## config.mk

```make
export PLATFORM = sky130hd
export DESIGN_NAME = bal_top
export DESIGN_NICKNAME = d
export VERILOG_FILES = /design/src/hdl/bal_pkg.sv /design/src/hdl/bal_sub_core.sv /design/src/hdl/bal_top.sv
export VERILOG_INCLUDE_DIRS = /design/src /design/src/hdl
export SDC_FILE = /design/constraint.sdc
export NUM_CORES = 1
export LEC_CHECK = 0
export ABC_CLOCK_PERIOD_IN_PS = 2100
export BUFFER_PORTS_ARGS = -buffer_cell sky130_fd_sc_hd__buf_2
export CAP_MARGIN = 25
export CORE_MARGIN = 5
export CORE_UTILIZATION = 50
export CTS_BUF_LIST = sky130_fd_sc_hd__clkbuf_16
export DETAILED_ROUTE_END_ITERATION = 8
export GPL_ROUTABILITY_DRIVEN = 0
export PLACE_DENSITY = 0.75
export SLEW_MARGIN = 0
export SYNTH_ARGS = -nofsm -noshare
export SYNTH_HDL_FRONTEND = slang
export SYNTH_SLANG_ARGS = --single-unit
```

## constraint.sdc

```tcl
create_clock -name clk_i -period 2.1 [get_ports clk_i]
set_input_delay 0.105 -clock clk_i [delete_from_list [all_inputs] [get_ports clk_i]]
set_output_delay 0.105 -clock clk_i [all_outputs]
set_load 0.01 [all_outputs]
```

## src/hdl/bal_params.svh

```systemverilog
// Overview of operation
// - subtract file minus accum minus borrow, set flags
// - dest bit 0 to accum, 1 to file, for subtract, swap and xor file
// - nibble exchange swaps halves, no flags change
// - xor immediate into accum, zero flag only
// - direction load: 5 A, 6 B, 7 C
// - xor file register, routed by dest, zero only
`ifndef BAL_PARAMS_SVH
`define BAL_PARAMS_SVH
// ----------------------------------------------------------------
// operand selectors and reset values
// ----------------------------------------------------------------
`define BAL_DIR_SEL_A   7'h05
`define BAL_DIR_SEL_B   7'h06
`define BAL_DIR_SEL_C   7'h07
`define BAL_ACCUM_RST   8'h00
`define BAL_DIR_RST     8'hFF
`define BAL_DEST_ACCUM  1'h0
`define BAL_DEST_FILE   1'h1
`endif

```

## src/hdl/bal_pkg.sv

```systemverilog
// ----------------------------------------------------------------
// operation codes of the datapath
// ----------------------------------------------------------------
package bal_pkg;
  typedef enum logic [2:0]
  {
    BAL_OP_NONE = 3'h0,
    BAL_OP_SUBB = 3'h1,
    BAL_OP_SWAP = 3'h2,
    BAL_OP_XORI = 3'h3,
    BAL_OP_XORF = 3'h4,
    BAL_OP_DIR  = 3'h5
  } bal_op_type;
endpackage

```

## src/hdl/bal_sub_core.sv

```systemverilog
`timescale 1ns/1ns
`default_nettype none
// ----------------------------------------------------------------
// combinational subtract with borrow and half borrow
// ----------------------------------------------------------------
module bal_sub_core
(
  input  wire logic [7:0] minuend_i,
  input  wire logic [7:0] subtrahend_i,
  input  wire logic       carry_i,
  output logic      [7:0] diff_o,
  output logic            carry_o,
  output logic            half_o
);
  logic [8:0] full_sum; // minuend + ~subtrahend + carry
  logic [4:0] low_sum;  // low nibble of same sum

  // two's complement: carry set means no borrow
  always_comb
  begin
    full_sum = {1'h0, minuend_i} + {1'h0, ~subtrahend_i} + {8'h00, carry_i};
    low_sum  = {1'h0, minuend_i[3:0]} + {1'h0, ~subtrahend_i[3:0]} + {4'h0, carry_i};
    diff_o   = full_sum[7:0];
    carry_o  = full_sum[8];
    half_o   = low_sum[4];
  end
endmodule
`default_nettype wire

```

## src/hdl/bal_top.sv

```systemverilog
`timescale 1ns/1ns
`default_nettype none
`include "bal_params.svh"
// ----------------------------------------------------------------
// byte datapath for five instructions
// ----------------------------------------------------------------
module bal_top
(
  input  wire logic             clk_i,
  input  wire logic             rst_b_i,
  input  wire logic             op_valid_i,  // one instruction per cycle
  input  wire bal_pkg::bal_op_type op_i,
  input  wire logic [6:0]       file_addr_i, // file address 0..127
  input  wire logic [7:0]       file_data_i, // addressed file value
  input  wire logic             dest_i,      // 0 accum, 1 file
  input  wire logic [7:0]       literal_i,   // immediate operand
  output logic      [7:0]       accum_o,
  output logic                  carry_o,
  output logic                  half_borrow_flag_o,
  output logic                  zero_o,
  output logic                  file_we_o,   // one-cycle write pulse
  output logic      [6:0]       file_waddr_o,
  output logic      [7:0]       file_wdata_o,
  output logic      [7:0]       port_a_direction_o,
  output logic      [7:0]       port_b_direction_o,
  output logic      [7:0]       port_c_direction_o
);
  // ----------------------------------------------------------------
  // state
  // ----------------------------------------------------------------
  typedef struct packed
  {
    logic [7:0] accum;
    logic       carry;
    logic       half;
    logic       zero;
    logic       we;
    logic [6:0] waddr;
    logic [7:0] wdata;
    logic [7:0] dir_a;
    logic [7:0] dir_b;
    logic [7:0] dir_c;
  } bal_state_type;

  bal_state_type state;      // registered state
  bal_state_type next_state; // next value
  logic [1:0]    rst_sync;   // reset release chain
  logic          rst_b;      // synchronised reset
  logic [7:0]    sub_diff;   // subtract result
  logic          sub_carry;  // subtract carry out
  logic          sub_half;   // subtract half carry
  logic [7:0]    result;     // result of current op

  // ----------------------------------------------------------------
  // reset release
  // ----------------------------------------------------------------
  always_ff @(posedge clk_i or negedge rst_b_i)
  begin
    if (!rst_b_i)
      rst_sync <= 2'h0;
    else
      rst_sync <= {rst_sync[0], 1'h1};
  end
  assign rst_b = rst_sync[1];

  // subtractor instance
  bal_sub_core u_sub
  (
    .minuend_i    (file_data_i),
    .subtrahend_i (state.accum),
    .carry_i      (state.carry),
    .diff_o       (sub_diff),
    .carry_o      (sub_carry),
    .half_o       (sub_half)
  );

  // ----------------------------------------------------------------
  // next state
  // ----------------------------------------------------------------
  always_comb
  begin
    next_state    = state;
    next_state.we = 1'h0;
    result        = 8'h00;
    if (op_valid_i)
    begin
      unique case (op_i)
        bal_pkg::BAL_OP_SUBB:
        begin
          result          = sub_diff;
          next_state.carry = sub_carry;
          next_state.half  = sub_half;
          next_state.zero  = (sub_diff == 8'h00);
        end
        bal_pkg::BAL_OP_SWAP:
          result = {file_data_i[3:0], file_data_i[7:4]};
        bal_pkg::BAL_OP_XORI:
        begin
          result          = state.accum ^ literal_i;
          next_state.zero = (result == 8'h00);
        end
        bal_pkg::BAL_OP_XORF:
        begin
          result          = state.accum ^ file_data_i;
          next_state.zero = (result == 8'h00);
        end
        bal_pkg::BAL_OP_DIR:
        begin
          // other selectors are ignored
          if (file_addr_i == `BAL_DIR_SEL_A)
            next_state.dir_a = state.accum;
          else if (file_addr_i == `BAL_DIR_SEL_B)
            next_state.dir_b = state.accum;
          else if (file_addr_i == `BAL_DIR_SEL_C)
            next_state.dir_c = state.accum;
        end
        default:
          result = 8'h00;
      endcase
      // route result
      if (op_i == bal_pkg::BAL_OP_XORI)
        next_state.accum = result;
      else if (op_i == bal_pkg::BAL_OP_SUBB || op_i == bal_pkg::BAL_OP_SWAP || op_i == bal_pkg::BAL_OP_XORF)
      begin
        if (dest_i == `BAL_DEST_ACCUM)
          next_state.accum = result;
        else
        begin
          next_state.we    = 1'h1;
          next_state.waddr = file_addr_i;
          next_state.wdata = result;
        end
      end
    end
  end

  // ----------------------------------------------------------------
  // state register, one cycle per instruction
  // ----------------------------------------------------------------
  always_ff @(posedge clk_i or negedge rst_b)
  begin
    if (!rst_b)
    begin
      state       <= '0;
      state.accum <= `BAL_ACCUM_RST;
      state.dir_a <= `BAL_DIR_RST;
      state.dir_b <= `BAL_DIR_RST;
      state.dir_c <= `BAL_DIR_RST;
    end
    else
      state <= next_state;
  end

  // outputs straight from the state register
  assign accum_o            = state.accum;
  assign carry_o            = state.carry;
  assign half_borrow_flag_o = state.half;
  assign zero_o             = state.zero;
  assign file_we_o          = state.we;
  assign file_waddr_o       = state.waddr;
  assign file_wdata_o       = state.wdata;
  assign port_a_direction_o = state.dir_a;
  assign port_b_direction_o = state.dir_b;
  assign port_c_direction_o = state.dir_c;
endmodule
`default_nettype wire

```

==> impl_metrics.env, run 1 <==
export IMPL_status="finished, violations left"
export IMPL_violations="setup timing"
export IMPL_grt_first_pass_wirelength_um=12700
export IMPL_die_x_um=85.5
export IMPL_drt_initial_drc_count=147
export IMPL_fin_util=0.687
export IMPL_die_area_mm2=0.00730
export IMPL_crit_fanout=3
export IMPL_clockBufferDepth=2
export IMPL_seq_area_mm2=0.00136
export IMPL_fp_coreArea_mm2=0.00551
export IMPL_crit_cells=10
export IMPL_synth_area_leaders="dfrtp_1 (25%), dfstp_2 (22%), mux2_1 (6.7%)"
export IMPL_synth_most_common_cell="dfrtp_1"
export IMPL_core_rowCount=27
export IMPL_grt_max_degree=33
export IMPL_fin_hold_ws_ps=59.0
export IMPL_required_ps=2350
export IMPL_crit_chain="inv_1, fa_2, inv_2, fa_2, xnor2_2, o21ai_0, nor4bb_1, nand3_1, nor3_2, a31o_2"
export IMPL_avgSynthCellArea_um2=10.5
export IMPL_clk_latency_ps=300
export IMPL_synth_edf_count=0
export IMPL_numCtsBuffers=5
export IMPL_worstHoldPathCells=2
export IMPL_place_port_buffers=80
export IMPL_rr_startpoint="carry_o"
export IMPL_worst_slack_ps=-172
export IMPL_end_kind="flop"
export IMPL_period_share=1.08
export IMPL_diodes=0
export IMPL_finalCriticalPeriod_ps=2270
export IMPL_antenna_found_initial=0
export IMPL_cts_tree="built"
export IMPL_synth_seq_area_share=0.476
export IMPL_leakagePower_nw=1.84
export IMPL_setup_viol=7
export IMPL_critPathLaunchType="flop"
export IMPL_holdPathEnd="file_waddr_o[2]"
export IMPL_grt_usage=0.222
export IMPL_powerDensity_mw_per_mm2=946
export IMPL_cp_num_buf_inv=2
export IMPL_async_flop_share=1.00
export IMPL_crit_type="reg2reg"
export IMPL_netlist_area_mm2=0.00285
export IMPL_slowest_delay_ps=400
export IMPL_dp_cells=438
export IMPL_dieHeight_um=85.5
export IMPL_cts_max_level=2
export IMPL_dr_pass1_iters=5
export IMPL_cp_common_cell="fa_2"
export IMPL_synth_largest_area_cell="dfrtp_1"
export IMPL_cts_sinks=53
export IMPL_wl_um=7890
export IMPL_rsz0062_at_grt="yes"
export IMPL_hold_violations=0
export IMPL_ys_warn_count=0
export IMPL_vias=2526
export IMPL_cts_root_buf="clkbuf_16"
export IMPL_slew_violations=0
export IMPL_drive_above_1_share=0.495
export IMPL_min_from="file_addr_i[2]"
export IMPL_wl_per_cell_um=17.5
export IMPL_syn_instance_count=270
export IMPL_critPathTopFamily="simple AND/OR/NAND/NOR gates"
export IMPL_detailed_place_hpwl_um=6030
export IMPL_grt_pass1_vias=2544
export IMPL_instances_no_fill=450
export IMPL_cp_arrival_ps=2520
export IMPL_start_util=0.517
export IMPL_maxCapViolCount=0
export IMPL_dominantRegCellSynth="dfrtp_1"
export IMPL_timing_fmax_mhz=440
export IMPL_clk_pin_slew_ps=80
export IMPL_area_growth_pct=33.0
export IMPL_ys_ff_latch=53
export IMPL_drtAntennaViolNets=0
export IMPL_rrSetupSlack_ps=-170
export IMPL_vdd_drop_max_mv=0.493
export IMPL_postPlaceCellArea_mm2=0.00351
export IMPL_multi_input_area_mm2=0.00148
export IMPL_finalPower_mw=3.58
export IMPL_fillerInstances=425
export IMPL_r2r_end="zero_o"
export IMPL_rr_worst_depth=10
export IMPL_dp_worst_setup_slack_ps=-170
export IMPL_overflow=0
export IMPL_fin_skew_ps=12.1
export IMPL_slowest_stage="dfrtp_1"
export IMPL_synth_cell_types=53
export IMPL_finalSetupTns_ps=-834
export IMPL_ios=81
export IMPL_fin_area_mm2=0.00378
export IMPL_vias_per_cell=5.61
export IMPL_syn_nets=310
export IMPL_synth_top_area_frac=0.255
export IMPL_ys_top_cells_by_count="dfrtp_1 (29), nand2_1 (27), dfstp_2 (24), nor2_1 (18), mux2_1 (17)"
export IMPL_nNetsFinal=417
export IMPL_worstHoldPathType="in2reg"
export IMPL_drcViolationCount=0
-- worst register-to-register path, stage by stage, from the launching register on --
cell      delay, ps
dfrtp_1         400
inv_1            80
fa_2            210
inv_2            40
fa_2            370
xnor2_2         160
o21ai_0         110
nor4bb_1        400
nand3_1         160
nor3_2          140
a31o_2          170
-- sequential cells by signal, summed over array words and instances, names as in the netlist --
signal	flops
file_wdata_o	8
port_c_direction_o	8
carry_o	1
port_a_direction_o	8
half_borrow_flag_o	1
file_we_o	1
zero_o	1
accum_o	8
port_b_direction_o	8
rst_sync	2
file_waddr_o	7
-- power breakdown --
group | leakage, nW | switching (mW) | internal, mW
Sequential | 0.602 | 0.0937 | 1.17
Clock | 0.0738 | 0.395 | 0.445
Combinational | 1.16 | 0.776 | 0.699
-- logic make-up (layout without fill, tap and decap cells) --
family / after synthesis / in the layout / synth area share
DFF: 53 / 53 / 0.476
and+or+nand+nor: 75 / 75 / 0.136
buffers and inverters: 27 / 135 / 0.0409
AOI/OAI and AO/OA: 57 / 57 / 0.123
other: 1 / 1 / 0.00132
xor gates and xnor gates: 13 / 13 / 0.0400
adders and majority gates: 11 / 11 / 0.0527
muxes: 33 / 33 / 0.130
-- area by class of cell --
cell class              count  share of cell area
clock buffers               5              0.0331
clock inverters             3             0.00595
inverters                  16              0.0159
multi-input cells         190               0.391
flip-flops and latches     53               0.359
well taps                  72              0.0238
repair buffers            111               0.171
-- worst max-delay path by stage --
stage,from,to,slack [ps]
after floorplan,accum_o[2],file_wdata_o[5],0.2
after global placement,carry_o,accum_o[4],-110
after detailed placement,carry_o,file_wdata_o[4],-170
after CTS,carry_o,file_wdata_o[4],-100
after global routing,carry_o,zero_o,-260
final,carry_o,zero_o,-170
-- routing by layer --
layer | wire length (um) | vias up | track usage
met1 | 3330 | 1174 | 0.308
met4 | 275 | 0 | 0.0849
met3 | 857 | 27 | 0.0650
li1 | - | 1164 | -
met2 | 3430 | 161 | 0.327
met5 | 0 | - | 0
-- what timing repair did --
item / 4_1_cts / 5_1_grt
pin swaps: 5 / 4
setup endpoints to repair: 9 / 14
hold endpoints to repair: 2 / 0
buffers inserted: 2 / 1
gates resized for setup: 11 / 10
hold buffers: 1 / 0
-- placed cells by master, fill, tap and decap left out, types with 9 or more instances in the layout --
cell     count
a21oi_1     12
buf_4       29
nand2_1     26
mux2_2      13
dfstp_2     24
dfrtp_1     26
nor2_1      18
o21ai_0      9
inv_1        9
o21ai_1     12
buf_2       80
mux2_1      16
(Power assumes the default switching activity.)
==> run 2, diff against run 1 <==
--- a/config.mk
+++ b/config.mk
@@ -6,15 +6,18 @@
 export SDC_FILE = /design/constraint.sdc
 export NUM_CORES = 1
 export LEC_CHECK = 0
+export ABC_AREA = 1
 export ABC_CLOCK_PERIOD_IN_PS = 2100
 export BUFFER_PORTS_ARGS = -buffer_cell sky130_fd_sc_hd__buf_2
 export CAP_MARGIN = 25
+export CELL_PAD_IN_SITES_DETAIL_PLACEMENT = 1
+export CELL_PAD_IN_SITES_GLOBAL_PLACEMENT = 1
 export CORE_MARGIN = 5
-export CORE_UTILIZATION = 50
+export CORE_UTILIZATION = 37
 export CTS_BUF_LIST = sky130_fd_sc_hd__clkbuf_16
 export DETAILED_ROUTE_END_ITERATION = 8
 export GPL_ROUTABILITY_DRIVEN = 0
-export PLACE_DENSITY = 0.75
+export PLACE_DENSITY = 0.77
 export SLEW_MARGIN = 0
 export SYNTH_ARGS = -nofsm -noshare
 export SYNTH_HDL_FRONTEND = slang
==> run 2 against run 1 <==
The flow now finishes without violations. Total power fell by 8.8%. Wire length up 17%. Sequential share of layout area up 1.5 points. Critical path depth did not move. Non-clock buffer count shrank 15. Maximum frequency increased by 15%. Register-to-register slack better by 300 ps. Worst hold slack barely moved. Combinational power fell by 19%.
==> impl_metrics.env, run 2 <==
export IMPL_grt_first_pass_wirelength_um=15100
export IMPL_clk_latency_ps=290
export IMPL_fin_util=0.495
export IMPL_drtAntennaViolNets=0
export IMPL_slowest_stage="fa_2"
export IMPL_slew_headroom=0.600
export IMPL_overflow=0
export IMPL_slew_violations=0
export IMPL_worstHoldPathType="in2reg"
export IMPL_rsz0062_at_grt="no"
export IMPL_drive_above_1_share=0.336
export IMPL_core_rowCount=31
export IMPL_start_util=0.384
export IMPL_ys_warn_count=0
export IMPL_vdd_drop_max_mv=0.345
export IMPL_synth_top_area_frac=0.258
export IMPL_vias=2745
export IMPL_period_share=0.938
export IMPL_drt_initial_drc_count=124
export IMPL_cp_common_cell="nor2_1"
export IMPL_slowest_delay_ps=430
export IMPL_dp_worst_setup_slack_ps=99.8
export IMPL_status="finished clean"
export IMPL_maxCapViolCount=0
export IMPL_crit_chain="fa_2, inv_2, fa_2, nor2_1, nand3_1, nor2_1, nand3_1, nor2_1, nand2_1, a21oi_1"
export IMPL_avgSynthCellArea_um2=8.00
export IMPL_finalSetupTns_ps=0
export IMPL_leakagePower_nw=1.87
export IMPL_cp_arrival_ps=2180
export IMPL_crit_fanout=2
export IMPL_detailed_place_hpwl_um=7320
export IMPL_cts_root_buf="clkbuf_16"
export IMPL_async_flop_share=1.00
export IMPL_crit_type="reg2reg"
export IMPL_nNetsFinal=489
export IMPL_antenna_found_initial=0
export IMPL_synth_largest_area_cell="dfrtp_1"
export IMPL_powerDensity_mw_per_mm2=900
export IMPL_wl_per_cell_um=16.8
export IMPL_grt_pass1_vias=2920
export IMPL_area_growth_pct=28.8
export IMPL_fin_skew_ps=7.96
export IMPL_grt_max_degree=30
export IMPL_fin_area_mm2=0.00363
export IMPL_die_x_um=97.3
export IMPL_grt_usage=0.199
export IMPL_dominantRegCellSynth="dfrtp_1"
export IMPL_timing_fmax_mhz=508
export IMPL_die_area_mm2=0.00946
export IMPL_drcViolationCount=0
export IMPL_finalPower_mw=3.26
export IMPL_min_from="file_addr_i[2]"
export IMPL_end_kind="flop"
export IMPL_place_port_buffers=80
export IMPL_worst_slack_ps=131
export IMPL_critPathLaunchType="flop"
export IMPL_vias_per_cell=5.00
export IMPL_diodes=0
export IMPL_netlist_area_mm2=0.00282
export IMPL_required_ps=2310
export IMPL_mostFrequentLayoutCell="nand2_1"
export IMPL_dr_pass1_iters=4
export IMPL_numCtsBuffers=5
export IMPL_syn_instance_count=352
export IMPL_worst_pin_slew_ps=598
export IMPL_ios=81
export IMPL_cts_sinks=53
export IMPL_postPlaceCellArea_mm2=0.00341
export IMPL_syn_nets=392
export IMPL_hold_violations=0
export IMPL_synth_most_common_cell="nand2_1"
export IMPL_ys_top_cells_by_count="nand2_1 (117), inv_1 (39), dfrtp_1 (29), o21ai_1 (26), dfstp_2 (24)"
export IMPL_ys_ff_latch=53
export IMPL_cts_max_level=2
export IMPL_synth_seq_area_share=0.481
export IMPL_dieHeight_um=97.3
export IMPL_setup_viol=0
export IMPL_synth_area_leaders="dfrtp_1 (26%), dfstp_2 (22%), nand2_1 (16%)"
export IMPL_clockBufferDepth=2
export IMPL_finalCriticalPeriod_ps=1970
export IMPL_cts_tree="built"
export IMPL_synth_cell_types=30
export IMPL_crit_path_start="accum_o[0]"
export IMPL_wl_um=9250
export IMPL_fp_coreArea_mm2=0.00733
export IMPL_rr_startpoint="accum_o[0]"
export IMPL_final_cell_mix="nand2_1 (116), buf_2 (80), inv_1 (38)"
export IMPL_clk_pin_slew_ps=70
export IMPL_synth_edf_count=0
run 2: changes by cell type in the layout (fill, tap and decap cells not counted), moves of 13 or more:
cell	change
buf_4	-15
inv_1	+29
mux2_1	-16
mux2_2	-13
nand2_1	+90
o21ai_1	+14
run 2: final timing paths:
check / end / cells past startpoint / slack (ps)
worst max-delay path: zero_o / 10 / 130
worst min-delay path: file_waddr_o[2] / 3 / 60
worst max register to register: zero_o / 10 / 130
worst min register to register: rst_sync[1] / 0 / 360
max in group asynchronous: port_b_direction_o[2] / 1 / 1240
min in group asynchronous: rst_sync[1] / 2 / 140
run 2: cell families (layout without fill, tap and decap cells):
| group | Yosys count | count (layout) | share of synthesized area |
|---|---|---|---|
| simple gates | 168 | 168 | 0.252 |
| flops | 53 | 53 | 0.481 |
| fa+ha+maj | 10 | 10 | 0.0497 |
| xor+xnor | 8 | 8 | 0.0249 |
| compound gates | 62 | 62 | 0.122 |
| other cells | 1 | 1 | 0.00133 |
| buf+inv | 50 | 148 | 0.0688 |
run 2: metal layers:
metal / vias up / part of all wire / track usage
met1: 1314 / 0.43 / 0.252
met5: - / 0 / 0
met2: 86 / 0.48 / 0.343
li1: 1330 / - / -
met3: 15 / 0.060 / 0.0337
met4: 0 / 0.028 / 0.0639
run 2: worst max-delay path: cells and delay by family (launching register included):
family | cells | cell delay, ps
flip-flops | 1 | 410
adder cells (fa/ha/maj) | 2 | 790
AND/OR/NAND/NOR | 6 | 500
AO/OA/AOI/OAI | 1 | 120
buffers and inverters | 1 | 70
run 2: metrics by stage:
stage | hold slack [ps] | instances
after floorplan | -191 | 352
after global placement | -110 | 536
after detailed placement | -108 | 536
after CTS | 63.5 | 545
after global routing | 75.7 | 549
final | 58.9 | 549
run 2: area by class of cell:
class | count | area, um^2
clock buffers | 5 | 125
well taps | 99 | 124
repair buffers | 96 | 536
multi-input cells | 249 | 1300
clock inverters | 3 | 17.5
inverters | 44 | 169
flip-flops and latches | 53 | 1360
fillers | 951 | 3700
run 2: timing repair:
action / CTS / global route
endpoints found under the setup margin: 0 / 7
hold endpoints to repair: 2 / 0
resized for setup: 0 / 10
setup buffers: 0 / 4
hold buffers: 1 / 0
run 2: where the power goes:
part,internal [mW],switching [mW],leakage (nW)
clock,0.440,0.364,0.0754
sequential,1.16,0.0990,0.614
combinational,0.463,0.738,1.18
total,2.06,1.20,1.87
==> run 3, diff against run 2 <==
--- a/config.mk
+++ b/config.mk
@@ -7,14 +7,13 @@
 export NUM_CORES = 1
 export LEC_CHECK = 0
 export ABC_AREA = 1
-export ABC_CLOCK_PERIOD_IN_PS = 2100
+export ABC_CLOCK_PERIOD_IN_PS = 1900
 export BUFFER_PORTS_ARGS = -buffer_cell sky130_fd_sc_hd__buf_2
-export CAP_MARGIN = 25
+export CAP_MARGIN = 20
 export CELL_PAD_IN_SITES_DETAIL_PLACEMENT = 1
 export CELL_PAD_IN_SITES_GLOBAL_PLACEMENT = 1
 export CORE_MARGIN = 5
 export CORE_UTILIZATION = 37
-export CTS_BUF_LIST = sky130_fd_sc_hd__clkbuf_16
 export DETAILED_ROUTE_END_ITERATION = 8
 export GPL_ROUTABILITY_DRIVEN = 0
 export PLACE_DENSITY = 0.77
==> constraint.sdc (replaced) <==
create_clock -name clk_i -period 1.9 [get_ports clk_i]
set_input_delay 0.095 -clock clk_i [delete_from_list [all_inputs] [get_ports clk_i]]
set_output_delay 0.095 -clock clk_i [all_outputs]
set_load 0.01 [all_outputs]
==> run 3 against run 2 <==
The run now ends with setup timing left. Total power increased by 12%. Critical path type unchanged. Final cell count up 1.5%. Maximum frequency decreased by 5.0%. First-iteration DRC count is 16% higher. Critical path depth unchanged. Largest cell class is now multi-input combinational cells. Global-route usage rose by 0.63 points.
==> impl_metrics.env, run 3 (synthesized netlist as in run 2, its figures left out) <==
export IMPL_status="finished, violations left"
export IMPL_violations="setup timing"
export IMPL_dieHeight_um=97.3
export IMPL_cp_common_cell="nor2_1"
export IMPL_leakagePower_nw=1.91
export IMPL_wl_per_cell_um=17.5
export IMPL_slew_violations=0
export IMPL_die_area_mm2=0.00946
export IMPL_antenna_found_initial=0
export IMPL_wl_um=9770
export IMPL_fin_skew_ps=6.60
export IMPL_grt_pass1_vias=2965
export IMPL_wl_met3_um=650
export IMPL_postPlaceCellArea_mm2=0.00348
export IMPL_overflow=0
export IMPL_crit_chain="fa_2, inv_2, fa_1, nor2_1, nand3_1, nor2_1, nand3_1, nor2_1, nand2_1, a21oi_2"
export IMPL_place_port_buffers=80
export IMPL_crit_fanout=2
export IMPL_dr_pass1_iters=4
export IMPL_clk_pin_slew_ps=100
export IMPL_cts_tree="built"
export IMPL_worstHoldPathType="in2reg"
export IMPL_grt_first_pass_wirelength_um=15500
export IMPL_cp_arrival_ps=2330
export IMPL_r2r_end="zero_o"
export IMPL_drtAntennaViolNets=0
export IMPL_crit_type="reg2reg"
export IMPL_dp_cells=545
export IMPL_grt_usage=0.205
export IMPL_fp_coreArea_mm2=0.00733
export IMPL_die_x_um=97.3
export IMPL_rr_startpoint="accum_o[0]"
export IMPL_clockBufferDepth=2
export IMPL_critPathTopFamily="adder cells"
export IMPL_cts_max_level=2
export IMPL_cts_sinks=53
export IMPL_hold_violations=0
export IMPL_diodes=0
export IMPL_worstHoldPathCells=3
export IMPL_vias_per_cell=5.13
export IMPL_setup_viol=5
export IMPL_rrSetupSlack_ps=-170
export IMPL_timing_fmax_mhz=483
export IMPL_mostFrequentLayoutCell="nand2_1"
export IMPL_core_rowCount=31
export IMPL_final_cell_mix="nand2_1 (108), buf_2 (80), inv_1 (35)"
export IMPL_finalCriticalPeriod_ps=2070
export IMPL_rr_worst_depth=10
export IMPL_ios=81
export IMPL_powerDensity_mw_per_mm2=982
export IMPL_grt_max_degree=52
export IMPL_top_layer_used="met4"
export IMPL_cts_root_buf="clkbuf_8"
export IMPL_area_growth_pct=32.3
export IMPL_rsz0062_at_grt="yes"
export IMPL_fin_area_mm2=0.00373
export IMPL_nNetsFinal=497
export IMPL_end_kind="flop"
export IMPL_wl_met2_um=4550
export IMPL_cp_num_buf_inv=1
export IMPL_slowest_stage="dfrtp_2"
export IMPL_holdPathEnd="file_waddr_o[2]"
export IMPL_vias=2857
export IMPL_maxCapViolCount=0
export IMPL_start_util=0.384
export IMPL_crit_path_start="accum_o[0]"
export IMPL_min_from="file_addr_i[2]"
export IMPL_clk_latency_ps=320
export IMPL_vdd_drop_max_mv=0.382
export IMPL_drcViolationCount=0
export IMPL_critPathLaunchType="flop"
export IMPL_fin_util=0.508
export IMPL_detailed_place_hpwl_um=7500
export IMPL_slowest_delay_ps=440
export IMPL_met1_length_um=4350
export IMPL_drive_above_1_share=0.386
export IMPL_instances_no_fill=557
export IMPL_finalSetupTns_ps=-421
export IMPL_required_ps=2160
export IMPL_period_share=1.09
export IMPL_drt_initial_drc_count=144
export IMPL_numCtsBuffers=5
export IMPL_worst_slack_ps=-172
-- run 3: cell types whose count changed in the layout (fill, tap and decap cells not counted), moves of 3 or more --
cell and delta:
nand2_1 -8, inv_2 +3, buf_4 +8, o21ai_1 +3
a21oi_2 +3, nand3_2 +3, nand3_1 -3, clkbuf_16 -4
a21oi_1 -3, inv_1 -3, clkbuf_8 +5, nand2_2 +7
o21ai_0 -3
-- run 3: layout make-up --
cell class / count / area [um^2]
multi-input cells: 249 / 1380
clock inverters: 2 / 13.8
clock buffers: 6 / 93.8
flip-flops and latches: 53 / 1360
well taps: 99 / 124
inverters: 44 / 165
repair buffers: 104 / 596
fillers: 935 / 3600
-- run 3: report_power, final --
| part | total, mW | internal [mW] | switching [mW] | leakage (nW) |
|---|---|---|---|---|
| Sequential | 1.37 | 1.28 | 0.0876 | 0.614 |
| Combinational | 1.53 | 0.612 | 0.922 | 1.24 |
| Clock | 0.758 | 0.343 | 0.415 | 0.0567 |
| Total | 3.66 | 2.23 | 1.42 | 1.91 |
-- run 3: worst max path at each step --
stage	endpoint	slack, ps	depth (start not counted)
5_1_grt	zero_o	-270	10
4_1_cts	zero_o	-50	10
6_report	zero_o	-170	10
3_5_place_dp	accum_o[6]	-90	14
2_1_floorplan	zero_o	10	10
3_3_place_gp	accum_o[6]	-20	14
-- run 3: repair_timing --
item | 4_1_cts | 5_1_grt
buffers inserted | 1 | 2
hold endpoints to repair | 2 | 0
gates resized for setup | 2 | 27
hold buffers | 1 | 0
endpoints found under the setup margin | 6 | 14
pin swaps | 3 | 11
-- run 3: metal layers --
layer | up-vias | track usage
met4 | 0 | 0.0714
met5 | - | 0
met1 | 1396 | 0.272
li1 | 1340 | -
met3 | 15 | 0.0438
met2 | 106 | 0.331
-- run 3: worst register-to-register path, cell delays in order, from the launching register on --
cell     delay [ps]
dfrtp_2         440
fa_2            360
inv_2            70
fa_1            440
nor2_1          140
nand3_1         100
nor2_1          110
nand3_1         100
nor2_1           90
nand2_1          70
a21oi_2         110
-- run 3: per-stage QoR --
step	setup slack (ps)	hold WS (ps)	total power [mW]
detailed placement	-86.2	-119	2.73
finish	-172	11.0	3.66
CTS	-47.1	11.7	3.51
floorplan	10.3	-201	2.12
global route	-273	30.7	3.88
global placement	-19.6	-120	2.69
